$ cat src/rtl/ppmc_pkg.sv
package ppmc_pkg;
    // configuration dword offsets
    localparam logic [7:0] PPMC_OFF_CAP = 8'h78;
    localparam logic [7:0] PPMC_OFF_CAP_PTR = 8'h34;
    localparam int PPMC_CAP_PTR_LANE = 0;
    // field positions
    localparam int PPMC_BIT_WAKE_D3COLD = 31;
    localparam int PPMC_BIT_WAKE_D3HOT = 30;
    localparam int PPMC_BIT_WAKE_ST2 = 29;
    localparam int PPMC_BIT_WAKE_ST1 = 28;
    localparam int PPMC_BIT_WAKE_ST0 = 27;
    localparam int PPMC_BIT_ST2_SUP = 26;
    localparam int PPMC_BIT_ST1_SUP = 25;
    localparam int PPMC_AUX_LSB = 22;
    localparam int PPMC_BIT_DSI = 21;
    localparam int PPMC_BIT_CLK_WAKE = 19;
    localparam int PPMC_VER_LSB = 16;
    localparam int PPMC_NEXT_LSB = 8;
    // field values
    localparam logic [2:0] PPMC_AUX_NONE = 3'h0;
    localparam logic [2:0] PPMC_AUX_320MA = 3'h6;
    localparam logic [2:0] PPMC_VERSION = 3'h2;
    localparam logic [7:0] PPMC_NEXT_PTR = 8'h00;
    localparam logic [7:0] PPMC_CAPABILITY_IDENTIFIER = 8'h01;
    localparam logic [31:0] PPMC_RESET_DATA = 32'h0000_0000;

    typedef struct packed {
        logic valid;
        logic write;
        logic [7:0] offset;
        logic [3:0] byte_en;
    } ppmc_req_t;
endpackage : ppmc_pkg

$ cat src/rtl/ppmc_cap_reg.sv
`timescale 1ns/1ps
`default_nettype none
// Behaviour
// - bit 31 follows the aux supply detect pin level.
// - bits 30 and 27 always read one.
// - bits 29 and 28 always read zero.
// - bits 26 and 25 always read zero.
// - bits 24:22 read 000b with pin low, 110b with pin high.
// - bit 21 always reads zero.
// - bit 19 always reads zero.
// - bits 18:16 read constant 010b.
// - bits 15:8 read zero, no further capability.
// - bits 7:0 read capability identifier 01h.
// - register is 32 bits at configuration offset 78h.
// - capabilities pointer byte at offset 34h reads 78h.
module ppmc_cap_reg (
    input wire logic clock,
    input wire logic reset_n,
    input wire ppmc_pkg::ppmc_req_t cfg_req,
    input wire logic aux_supply_detect,
    output logic [31:0] cfg_rdata,
    output logic cfg_ack
);
    logic aux_meta_q, aux_meta_d;
    logic aux_sync_q, aux_sync_d;
    logic [31:0] rdata_q, rdata_d;
    logic ack_q, ack_d;

    function automatic logic [31:0] cap_word(input logic aux);
        logic [31:0] w;
        w = 32'h0000_0000;
        w[ppmc_pkg::PPMC_BIT_WAKE_D3COLD] = aux;
        w[ppmc_pkg::PPMC_BIT_WAKE_D3HOT] = 1'b1;
        w[ppmc_pkg::PPMC_BIT_WAKE_ST0] = 1'b1;
        w[ppmc_pkg::PPMC_BIT_WAKE_ST2] = 1'b0;
        w[ppmc_pkg::PPMC_BIT_WAKE_ST1] = 1'b0;
        w[ppmc_pkg::PPMC_BIT_ST2_SUP] = 1'b0;
        w[ppmc_pkg::PPMC_BIT_ST1_SUP] = 1'b0;
        w[ppmc_pkg::PPMC_AUX_LSB +: 3] = aux ? ppmc_pkg::PPMC_AUX_320MA
                                             : ppmc_pkg::PPMC_AUX_NONE;
        w[ppmc_pkg::PPMC_BIT_DSI] = 1'b0;
        w[ppmc_pkg::PPMC_BIT_CLK_WAKE] = 1'b0;
        w[ppmc_pkg::PPMC_VER_LSB +: 3] = ppmc_pkg::PPMC_VERSION;
        w[ppmc_pkg::PPMC_NEXT_LSB +: 8] = ppmc_pkg::PPMC_NEXT_PTR;
        w[7:0] = ppmc_pkg::PPMC_CAPABILITY_IDENTIFIER;
        return w;
    endfunction : cap_word

    // pin is asynchronous to the bus clock
    always_comb begin
        aux_meta_d = aux_supply_detect;
        aux_sync_d = aux_meta_q;
    end

    // reads elsewhere return zero; writes are acked but never stored
    always_comb begin
        rdata_d = ppmc_pkg::PPMC_RESET_DATA;
        ack_d = cfg_req.valid;
        if (cfg_req.valid && !cfg_req.write) begin
            if (cfg_req.offset == ppmc_pkg::PPMC_OFF_CAP) begin
                rdata_d = cap_word(aux_sync_q);
            end else if (cfg_req.offset == ppmc_pkg::PPMC_OFF_CAP_PTR) begin
                rdata_d[ppmc_pkg::PPMC_CAP_PTR_LANE +: 8] =
                    ppmc_pkg::PPMC_OFF_CAP;
            end
        end
    end

    // synchroniser kept apart from the bus path so each group
    // registers only its own next values
    always_ff @(posedge clock) begin
        if (!reset_n) begin
            aux_meta_q <= 1'b0;
            aux_sync_q <= 1'b0;
        end else begin
            aux_meta_q <= aux_meta_d;
            aux_sync_q <= aux_sync_d;
        end
    end

    always_ff @(posedge clock) begin
        if (!reset_n) begin
            rdata_q <= ppmc_pkg::PPMC_RESET_DATA;
            ack_q <= 1'b0;
        end else begin
            rdata_q <= rdata_d;
            ack_q <= ack_d;
        end
    end

    assign cfg_rdata = rdata_q;
    assign cfg_ack = ack_q;

    a_cap_fixed_bits: assert property (@(posedge clock)
        disable iff (!reset_n)
        (cfg_req.valid && !cfg_req.write
         && cfg_req.offset == ppmc_pkg::PPMC_OFF_CAP)
        |=> (cfg_rdata[30:25] == 6'h24 && cfg_rdata[21] == 1'b0
             && cfg_rdata[19:0] == 20'h20001))
        else $error("fixed capability bits wrong");

    a_aux_tracks_pin: assert property (@(posedge clock)
        disable iff (!reset_n)
        (cfg_req.valid && !cfg_req.write
         && cfg_req.offset == ppmc_pkg::PPMC_OFF_CAP)
        |=> (cfg_rdata[31] == $past(aux_sync_q)
             && cfg_rdata[24:22] == ($past(aux_sync_q) ? 3'h6 : 3'h0)))
        else $error("aux fields do not follow pin");

    a_write_acked: assert property (@(posedge clock)
        disable iff (!reset_n)
        (cfg_req.valid && cfg_req.write) |=> (cfg_ack && cfg_rdata == 32'h0))
        else $error("write not completed cleanly");

    a_cap_pointer: assert property (@(posedge clock)
        disable iff (!reset_n)
        (cfg_req.valid && !cfg_req.write && cfg_req.offset == 8'h34)
        |=> (cfg_ack && cfg_rdata == 32'h78))
        else $error("capability pointer wrong");

    a_wake_hot_set: assert property (@(posedge clock)
        disable iff (!reset_n)
        (cfg_req.valid && !cfg_req.write
         && cfg_req.offset == ppmc_pkg::PPMC_OFF_CAP)
        |=> (cfg_rdata[ppmc_pkg::PPMC_BIT_WAKE_D3HOT]
             && cfg_rdata[ppmc_pkg::PPMC_BIT_WAKE_ST0]))
        else $error("wake bits for full and hot states not set");

    a_wake_mid_clear: assert property (@(posedge clock)
        disable iff (!reset_n)
        (cfg_req.valid && !cfg_req.write
         && cfg_req.offset == ppmc_pkg::PPMC_OFF_CAP)
        |=> (!cfg_rdata[ppmc_pkg::PPMC_BIT_WAKE_ST2]
             && !cfg_rdata[ppmc_pkg::PPMC_BIT_WAKE_ST1]))
        else $error("wake bits for middle states not clear");

    a_mid_state_clear: assert property (@(posedge clock)
        disable iff (!reset_n)
        (cfg_req.valid && !cfg_req.write
         && cfg_req.offset == ppmc_pkg::PPMC_OFF_CAP)
        |=> (!cfg_rdata[ppmc_pkg::PPMC_BIT_ST2_SUP]
             && !cfg_rdata[ppmc_pkg::PPMC_BIT_ST1_SUP]))
        else $error("middle power states advertised");

    a_aux_current: assert property (@(posedge clock)
        disable iff (!reset_n)
        (cfg_req.valid && !cfg_req.write
         && cfg_req.offset == ppmc_pkg::PPMC_OFF_CAP)
        |=> (cfg_rdata[ppmc_pkg::PPMC_AUX_LSB +: 3] == ($past(aux_sync_q)
             ? ppmc_pkg::PPMC_AUX_320MA : ppmc_pkg::PPMC_AUX_NONE)))
        else $error("aux current field wrong");

    a_no_dev_init: assert property (@(posedge clock)
        disable iff (!reset_n)
        (cfg_req.valid && !cfg_req.write
         && cfg_req.offset == ppmc_pkg::PPMC_OFF_CAP)
        |=> !cfg_rdata[ppmc_pkg::PPMC_BIT_DSI])
        else $error("device init bit set");

    a_wake_clock_free: assert property (@(posedge clock)
        disable iff (!reset_n)
        (cfg_req.valid && !cfg_req.write
         && cfg_req.offset == ppmc_pkg::PPMC_OFF_CAP)
        |=> !cfg_rdata[ppmc_pkg::PPMC_BIT_CLK_WAKE])
        else $error("wake clock bit set");

    a_version_field: assert property (@(posedge clock)
        disable iff (!reset_n)
        (cfg_req.valid && !cfg_req.write
         && cfg_req.offset == ppmc_pkg::PPMC_OFF_CAP)
        |=> (cfg_rdata[ppmc_pkg::PPMC_VER_LSB +: 3]
             == ppmc_pkg::PPMC_VERSION))
        else $error("version field wrong");

    a_next_ptr_zero: assert property (@(posedge clock)
        disable iff (!reset_n)
        (cfg_req.valid && !cfg_req.write
         && cfg_req.offset == ppmc_pkg::PPMC_OFF_CAP)
        |=> (cfg_rdata[ppmc_pkg::PPMC_NEXT_LSB +: 8]
             == ppmc_pkg::PPMC_NEXT_PTR))
        else $error("next pointer not zero");

    a_capability_identifier_value: assert property (@(posedge clock)
        disable iff (!reset_n)
        (cfg_req.valid && !cfg_req.write
         && cfg_req.offset == ppmc_pkg::PPMC_OFF_CAP)
        |=> (cfg_rdata[7:0] == ppmc_pkg::PPMC_CAPABILITY_IDENTIFIER))
        else $error("capability identifier wrong");

    a_unmapped_zero: assert property (@(posedge clock)
        disable iff (!reset_n)
        (cfg_req.valid && !cfg_req.write
         && cfg_req.offset != ppmc_pkg::PPMC_OFF_CAP
         && cfg_req.offset != ppmc_pkg::PPMC_OFF_CAP_PTR)
        |=> (cfg_ack && cfg_rdata == 32'h0000_0000))
        else $error("unmapped read returned data");

    a_req_acked: assert property (@(posedge clock)
        disable iff (!reset_n)
        cfg_req.valid |=> cfg_ack)
        else $error("request not acknowledged next cycle");

    a_ack_single: assert property (@(posedge clock)
        disable iff (!reset_n)
        !cfg_req.valid |=> (!cfg_ack && cfg_rdata == 32'h0000_0000))
        else $error("ack or data without a request");
endmodule : ppmc_cap_reg
`default_nettype wire

$ cat config.mk
export PLATFORM = sky130hd
export DESIGN_NAME = ppmc_cap_reg
export DESIGN_NICKNAME = d
export VERILOG_FILES = /design/src/rtl/ppmc_pkg.sv /design/src/rtl/ppmc_cap_reg.sv
export SDC_FILE = /design/constraint.sdc
export NUM_CORES = 1
export LEC_CHECK = 0
export BUFFER_PORTS_ARGS = -buffer_cell sky130_fd_sc_hd__buf_2
export CORE_AREA = 2 2 39 41
export CTS_CLUSTER_DIAMETER = 120
export CTS_CLUSTER_SIZE = 25
export DETAILED_ROUTE_END_ITERATION = 8
export DIE_AREA = 0 0 41 43
export GPL_ROUTABILITY_DRIVEN = 0
export GPL_TIMING_DRIVEN = 0
export PLACE_DENSITY = 0.73
export SLEW_MARGIN = 10
export SYNTH_ARGS = -nofsm -noshare
export SYNTH_HDL_FRONTEND = slang
export SYNTH_SLANG_ARGS = --single-unit
$ cat constraint.sdc
create_clock -name clock -period 2 [get_ports clock]
set_input_delay 0.2 -clock clock [delete_from_list [all_inputs] [get_ports clock]]
set_output_delay 0.2 -clock clock [all_outputs]
set_load 0.02 [all_outputs]
==> metrics.cfg, run 1 <==
[layout]
final_nets = 113
synthToLayoutAreaGrowth_pct = 56.72
drive_gt1_frac = 0.6064
final_common_cell = buf_4
layout_common_cells = buf_4, buf_2, conb_1, dfxtp_1
n_fill_cell = 149
num_antenna_cells = 0
stdcell_area_um2 = 656.9
final_core_util = 0.4747

[sta]
period_share = 0.5283
layout_min_cycle_time_ns = 1.057
final-hold-violation-count = 0
whs_ns = 0.1517
grt_setup_unrepaired = no
fmax_mhz = 946.5
setup_viol = 0
skew_ns = 0.002498
slew_viol_final = 0
finalSetupTns_ns = 0

[detailed_routing]
via_per_inst = 3.427
drc_errors = 0
vias = 377
wl_um = 682
ant_nets = 0
initialDrtViolationCount = 1
routedWlPerCell_um = 6.200
dr.pass1.iters = 2

[synthesis]
avgSynthCellArea_um2 = 8.918
seq_area_frac_synth = 0.2866
synthesis.area_um2 = 419.2
yosys_warnings = 0
synthCells = 47
ys_types = 10
synth_seq_cells = 6

[setup_path]
path_class = reg2out
cp.arrival_ns = 0.86
worstPathMaxFanout = 4
worst_setup_path_start_kind = flop
end_kind = output pin
required_ns = 1.80

[outcome]
status = finished, final reports clean

[power]
irDropWorstVdd_uv = 259.5
power.density_nw_per_um2 = 489.9
leakagePower_uw = 0.0004210

[global_route]
grt_pass1_wl_um = 952
grt_pass1_vias = 273
grt_remaining_overflow = 0
antenna_found_initial = 0
grt_max_degree = 5
groute.usage.overall = 0.08543

[placed_design]
port_buffers = 24
place_area_um2 = 634.4
dp_hpwl_um = 645.9

[flow_run]
maxCapViolCount = 0

[clock_tree]
numCtsBuffers = 3
hold_buffers = 0
clockBufferDepth = 2
insertion_delay_ns = 0.24
cts_tree = done
root_buffer = clkbuf_4
htreeDepth = 1
cts_resized = 0
cts_sinks = 6
clk_pin_slew_ns = 0.04
post_cts_buffers = 0

[die]
start_util = 0.3029
core_region_area_um2 = 1384
io-pin-count = 50
die_height_um = 43
fp.dieArea_um2 = 1763
rows = 14
die_w_um = 41

[worst_hold_path]
hold_class = in2reg

sequential cells by signal (all words and copies together) (netlist names):
| name | flops |
|---|---|
| aux_meta_q | 1 |
| aux_sync_q | 1 |
| cfg_ack | 1 |
| cfg_rdata | 3 |
through the flow:
stage | worst slack, ns | std cells | total power [uW]
floorplan | 0.9547 | 67 | 198.5
finish | 0.9435 | 110 | 321.8
global placement | 0.8078 | 107 | 212.3
global route | 0.8792 | 110 | 340.3
detailed placement | 0.7942 | 107 | 213.6
CTS | 0.9276 | 110 | 324.4
cells in the mapped netlist:
library cell  instances  area, um2
nor4_1                2      12.51
and2_1                3      18.77
nand2_1               1      3.750
buf_4                29      217.7
conb_1                1      3.750
nand2b_1              1      6.260
dfxtp_1               6      120.1
or4b_4                1      13.76
nor3_1                1      5.000
nand4b_1              2      17.52
layout make-up:
| cell class | count | area, um2 | share of cell area |
|---|---|---|---|
| Multi-Input combinational cell | 32 | 156.4 | 0.2381 |
| Sequential cell | 6 | 120.1 | 0.1829 |
| Clock buffer | 3 | 22.52 | 0.03429 |
| Buffer | 29 | 217.7 | 0.3314 |
| Tap cell | 16 | 20.02 | 0.03048 |
| Timing Repair Buffer | 24 | 120.1 | 0.1829 |
path summary, 6_finish.rpt:
path / from / end / slack, ns / depth (start not counted)
worst max-delay path: cfg_rdata[27]$_SDFF_PP0_ / cfg_rdata[17] / 0.94 / 2
worst min-delay path: cfg_req[7] / cfg_rdata[5]$_SDFF_PP0_ / 0.15 / 2
worst max register to register: aux_sync_q$_SDFF_PN0_ / cfg_rdata[24]$_SDFF_PN0_ / 1.41 / 2
worst min register to register: aux_meta_q$_SDFF_PN0_ / aux_sync_q$_SDFF_PN0_ / 0.43 / 1
kinds of logic after synthesis:
kind of cell           count (synthesis)  synth area share
other                                  1          0.008947
buffers and inverters                 29            0.5194
DFF                                    6            0.2866
and+or+nand+nor                       11            0.1851
per-layer routing:
metal  track usage  share of wire  routed length [um]  vias up
li1              -              -                   -      197
met1       0.07097           0.29                 200      147
met2        0.1281           0.47                 323       33
met3       0.08377           0.23                 158        0
met4       0.04000              0                   0        0
met5             0              0                   0        -
worst max-delay path: stages, from the launching register on:
cell and delay, ns:
dfxtp_1 0.35, buf_4 0.11, buf_2 0.15
power by group:
part           leakage (uW)  internal [uW]  switching [uW]
Clock             0.0000138           67.7            41.3
Combinational      0.000358           40.4            48.8
Sequential        0.0000490            123           0.641
Note: power is estimated with default switching activity, not from simulation.
==> run 2, diff against run 1 <==
--- a/config.mk
+++ b/config.mk
@@ -5,15 +5,15 @@
 export SDC_FILE = /design/constraint.sdc
 export NUM_CORES = 1
 export LEC_CHECK = 0
+export ABC_AREA = 1
 export BUFFER_PORTS_ARGS = -buffer_cell sky130_fd_sc_hd__buf_2
-export CORE_AREA = 2 2 39 41
+export CORE_UTILIZATION = 32
 export CTS_CLUSTER_DIAMETER = 120
 export CTS_CLUSTER_SIZE = 25
 export DETAILED_ROUTE_END_ITERATION = 8
-export DIE_AREA = 0 0 41 43
 export GPL_ROUTABILITY_DRIVEN = 0
 export GPL_TIMING_DRIVEN = 0
-export PLACE_DENSITY = 0.73
+export PLACE_DENSITY = 0.72
 export SLEW_MARGIN = 10
 export SYNTH_ARGS = -nofsm -noshare
 export SYNTH_HDL_FRONTEND = slang
==> constraint.sdc (replaced) <==
create_clock -name clock -period 1.1 [get_ports clock]
set_input_delay 0.11 -clock clock [delete_from_list [all_inputs] [get_ports clock]]
set_output_delay 0.11 -clock clock [all_outputs]
set_load 0.02 [all_outputs]
==> metrics.cfg, run 2 <==
[outcome]
status = finished, final reports clean

[synthesis]
ys_types = 9  ; -1
synth_enable_flop_cells = 0  ; unchanged
synth.top_cells.by_area = buf_4, dfxtp_1, nand2_1
synth.most_common_cell = buf_4
synthesis.area_um2 = 451.7  ; +7.8%
synthCells = 59  ; +26%
yosys_warnings = 0  ; unchanged
yosysTopAreaCell = buf_4
async_reset_ff_frac = 0  ; unchanged
ys_top_cells_by_count = buf_4, nand2_1, inv_1
synth_seq_cells = 6  ; unchanged
seq_area_frac_synth = 0.2659  ; -0.02064
avgSynthCellArea_um2 = 7.656  ; -14%
synth_top_cell_area_share = 0.4820  ; -0.03741
synth-main-ff-cell = dfxtp_1

[power]
power.density_nw_per_um2 = 861.2  ; +76%
irDropWorstVdd_uv = 611.9  ; +140%
p_int_uw = 420.2  ; +82%
p_comb_frac = 0.287  ; +0.010
leakagePower_uw = 0.0004752  ; +13%
p_total_uw = 592.7  ; +84%
clockPowerShare = 0.333  ; -0.006
p_switching_uw = 172.5  ; +90%
power_frac_seq = 0.379  ; -0.005
swShare = 0.2910  ; +0.008998

[global_route]
grt_remaining_overflow = 0  ; unchanged
grt_pass1_wl_um = 855  ; -10%
grt_max_degree = 5  ; unchanged
antenna_found_initial = 0  ; unchanged
groute.usage.overall = 0.09080  ; +0.005375
grt_pass1_vias = 254  ; -7.0%

[setup_path]
end_kind = output pin
worstPathMaxFanout = 4  ; unchanged
required_ns = 0.99  ; -0.81 ns
cp.arrival_ns = 0.86  ; about the same
worst_setup_path_start_kind = flop
crit_start = cfg_rdata[27]$_SDFF_PP0_
rr_startpoint = aux_sync_q$_SDFF_PN0_
path_class = reg2out

[layout]
num_antenna_cells = 0  ; unchanged
final_nets = 125  ; +11%
final_common_cell = buf_4
largest_reg_flops = 3  ; unchanged
synthToLayoutAreaGrowth_pct = 52.35
drive_gt1_frac = 0.5660  ; -0.04035
layout_common_cells = buf_4, buf_2, conb_1, nand2_1, inv_1
n_fill_cell = 141  ; -5.4%
final_core_util = 0.5288  ; +0.05416

[detailed_routing]
dr.pass1.iters = 2  ; unchanged
ant_nets = 0  ; unchanged
initialDrtViolationCount = 1  ; unchanged
routedWlPerCell_um = 5.744  ; -7.4%
via_per_inst = 3.264  ; -4.8%
vias = 395  ; +4.8%
drc_errors = 0  ; unchanged
wl_um = 695  ; +1.9%

[worst_hold_path]
hold_class = in2reg
hp-start = aux_supply_detect

[sta]
fmax_mhz = 1035
whs_ns = 0.05370  ; -0.09798 ns
period_share = 0.8787
slew_viol_final = 0  ; unchanged
setup_viol = 0  ; unchanged
grt_setup_unrepaired = no
layout_min_cycle_time_ns = 0.9665
finalSetupTns_ns = 0  ; unchanged
setup_ws_ns = 0.1335  ; -0.8100 ns
final-hold-violation-count = 0  ; unchanged
skew_ns = 0.001999  ; -0.0004994 ns

[clock_tree]
clk_pin_slew_ns = 0.04  ; about the same
cts_sinks = 6  ; unchanged
clockBufferDepth = 2  ; unchanged
htreeDepth = 1  ; unchanged
hold_buffers = 0  ; unchanged
cts_tree = done
root_buffer = clkbuf_4
cts_resized = 0  ; unchanged
numCtsBuffers = 3  ; unchanged
insertion_delay_ns = 0.24  ; about the same
post_cts_buffers = 0  ; unchanged

[flow_run]
maxCapViolCount = 0  ; unchanged

[die]
start_util = 0.3471  ; +0.04422
die_w_um = 39.57  ; -3.5%
io-pin-count = 50  ; unchanged
die_height_um = 39.57  ; -8.0%
fp.dieArea_um2 = 1566  ; -11%
core_region_area_um2 = 1301  ; -6.0%
rows = 13  ; -1

[placed_design]
port_buffers = 24  ; unchanged
post-place-ws_ns = 0.3830  ; -0.4112 ns
dp_hpwl_um = 644.2  ; -0.26%

-- run 2: cell count changes in the layout (fill, tap and decap cells not counted), moves of 3 or more --
cell,previous run,this run
nand2_1,1,8
and2_1,3,0
inv_1,0,7
nor2_1,0,4
-- run 2: through the flow --
stage | instance area [um2] | std cells
3_3_place_gp | 665.6 | 118
3_5_place_dp | 665.6 | 118
2_1_floorplan | 526.8 | 79
5_1_grt | 688.2 | 121
6_report | 688.2 | 121
4_1_cts | 688.2 | 121
-- run 2: critical path: stages, from the launching register on --
cell and delay (ns):
dfxtp_1 0.36, buf_4 0.12, buf_2 0.14
-- run 2: cells by family (layout without fill, tap and decap cells) --
| logic type | count (synthesis) | after routing | synth area share |
|---|---|---|---|
| other | 1 | 21 | 0.008302 |
| AND/OR/NAND/NOR | 16 | 16 | 0.1856 |
| buffers and inverters | 36 | 63 | 0.5402 |
| flip-flops | 6 | 6 | 0.2659 |
-- run 2: final cells by class --
type / count / area [um2] / area share
buffer: 29 / 217.7 / 0.3164
multi-input combinational: 37 / 162.7 / 0.2364
sequential: 6 / 120.1 / 0.1745
timing repair buffer: 24 / 120.1 / 0.1745
inverter: 7 / 26.28 / 0.03818
clock buffer: 3 / 22.52 / 0.03273
tap: 15 / 18.77 / 0.02727
-- run 2: per-layer routing --
layer / up-vias / routed length (um) / global-route usage
li1: 216 / - / -
met1: 146 / 250 / 0.06507
met2: 33 / 314 / 0.1639
met3: 0 / 129 / 0.06818
met4: 0 / 0 / 0.05172
met5: - / 0 / 0
-- run 2: path summary, 6_finish.rpt --
kind	endpoint	slack, ns	cells past startpoint
hold / removal	aux_meta_q$_SDFF_PN0_	0.05	3
setup reg to reg	cfg_rdata[24]$_SDFF_PN0_	0.62	2
hold reg to reg	aux_sync_q$_SDFF_PN0_	0.41	2
setup / recovery	cfg_rdata[30]	0.13	2
-- run 2: power by group through the flow --
stage          clock, uW  combinational [uW]  sequential (uW)
2_1_floorplan          0                 135              231
3_3_place_gp           0                 166              229
3_5_place_dp           0                 168              229
4_1_cts              214                 168              225
5_1_grt              224                 185              225
6_report             198                 170              225
==> run 3, diff against run 2 <==
==> constraint.sdc (replaced) <==
create_clock -name clock -period 1.1 [get_ports clock]
set_input_delay 0.22 -clock clock [delete_from_list [all_inputs] [get_ports clock]]
set_output_delay 0.22 -clock clock [all_outputs]
set_load 0.02 [all_outputs]
==> metrics.cfg, run 3 (synthesis gave the netlist of run 2 again) <==
[flow_run]
maxCapViolCount = 0  ; unchanged

[layout]
drive_gt1_frac = 0.5849  ; +0.01887
largest_reg_flops = 3  ; unchanged
final_common_cell = buf_4
n_fill_cell = 141  ; unchanged
stdcell_area_um2 = 690.7  ; +0.36%
synthToLayoutAreaGrowth_pct = 52.91
final_nets = 125  ; unchanged
num_antenna_cells = 0  ; unchanged
layout_common_cells = buf_4, buf_2, conb_1, nand2_1, inv_1

[detailed_routing]
routedWlPerCell_um = 5.760  ; +0.29%
dr.pass1.iters = 2  ; unchanged
drc_errors = 0  ; unchanged
via_per_inst = 3.281  ; +0.51%
wl_um = 697  ; +0.29%
vias = 397  ; +0.51%
initialDrtViolationCount = 1  ; unchanged
ant_nets = 0  ; unchanged

[clock_tree]
numCtsBuffers = 3  ; unchanged
root_buffer = clkbuf_4
post_cts_buffers = 0  ; unchanged
insertion_delay_ns = 0.24  ; about the same
htreeDepth = 1  ; unchanged
cts_sinks = 6  ; unchanged
clk_pin_slew_ns = 0.04  ; about the same
cts_tree = done
hold_buffers = 0  ; unchanged
clockBufferDepth = 2  ; unchanged
cts_resized = 0  ; unchanged

[die]
die_height_um = 39.57  ; unchanged
start_util = 0.3471  ; unchanged
io-pin-count = 50  ; unchanged
core_region_area_um2 = 1301  ; unchanged
fp.dieArea_um2 = 1566  ; unchanged
rows = 13  ; unchanged
die_w_um = 39.57  ; unchanged

[sta]
period_share = 0.9533  ; +0.07466
fmax_mhz = 953.6  ; -7.8%
finalSetupTns_ns = 0  ; unchanged
grt_setup_unrepaired = no
layout_min_cycle_time_ns = 1.049  ; +0.08212 ns
final-hold-violation-count = 0  ; unchanged
setup_viol = 0  ; unchanged
slew_viol_final = 0  ; unchanged
skew_ns = 0.001580  ; -0.0004187 ns

[global_route]
grt_max_degree = 5  ; unchanged
grt_pass1_vias = 254  ; unchanged
grt_pass1_wl_um = 855  ; unchanged
antenna_found_initial = 0  ; unchanged
grt_remaining_overflow = 0  ; unchanged
groute.usage.overall = 0.09080  ; unchanged

[placed_design]
dp_hpwl_um = 644.2  ; unchanged
place_area_um2 = 665.6  ; unchanged
port_buffers = 24  ; unchanged

[worst_hold_path]
hold_class = in2reg
worstHoldPathCells = 3  ; unchanged

[power]
leakagePower_uw = 0.0004762  ; +0.22%
power.density_nw_per_um2 = 857.1  ; -0.48%
irDropWorstVdd_uv = 554.9  ; -9.3%
p_total_uw = 592.0  ; -0.12%

[setup_path]
path_class = reg2out
end_kind = output pin
worstPathMaxFanout = 4  ; unchanged
worst_setup_path_start_kind = flop
cp.arrival_ns = 0.83  ; -0.03 ns
rr_worst_depth = 2  ; unchanged
required_ns = 0.88  ; -0.11 ns

[outcome]
status = finished, final reports clean

[run 3: final cells by class]
class	instances	area (um2)	share of cell area
Sequential cell	6	122.6	0.1775
Tap cell	15	18.77	0.02717
Buffer	29	217.7	0.3152
Timing Repair Buffer	24	120.1	0.1739
Multi-Input combinational cell	37	162.7	0.2355
Inverter	7	26.28	0.03804
Clock buffer	3	22.52	0.03261
[run 3: final timing paths]
| kind | start | to | slack, ns |
|---|---|---|---|
| setup / recovery | cfg_rdata[27]$_SDFF_PP0_ | cfg_rdata[30] | 0.05 |
| hold / removal | aux_supply_detect | aux_meta_q$_SDFF_PN0_ | 0.16 |
| setup reg to reg | aux_sync_q$_SDFF_PN0_ | cfg_rdata[24]$_SDFF_PN0_ | 0.62 |
| hold reg to reg | aux_meta_q$_SDFF_PN0_ | aux_sync_q$_SDFF_PN0_ | 0.41 |
[run 3: through the flow]
step | hold slack, ns | instances | util | setup WS (ns)
2_1_floorplan | 0.3135 | 79 | - | 0.2403
3_3_place_gp | 0.3986 | 118 | 0.5115 | 0.2851
3_5_place_dp | 0.4026 | 118 | 0.5115 | 0.2730
4_1_cts | 0.1533 | 121 | 0.5288 | 0.002298
5_1_grt | 0.1651 | 121 | 0.5308 | 0.005818
6_report | 0.1643 | 121 | 0.5308 | 0.05133
[run 3: where the power goes]
part / switching (uW) / internal [uW]
logic: 96.9 / 73.4
registers: 1.10 / 224
clock network: 73.8 / 123
[run 3: critical path, cell delays in order (launching register included)]
cell	delay, ns
dfxtp_2	0.32
buf_4	0.12
buf_2	0.15
[run 3: metal layers]
layer / part of all wire / GRT usage / vias up / wire (um)
met5: 0 / 0 / - / 0
met4: 0 / 0.05172 / 0 / 0
met3: 0.19 / 0.06818 / 0 / 129
met2: 0.45 / 0.1639 / 33 / 317
met1: 0.36 / 0.06507 / 148 / 250
li1: - / - / 216 / -
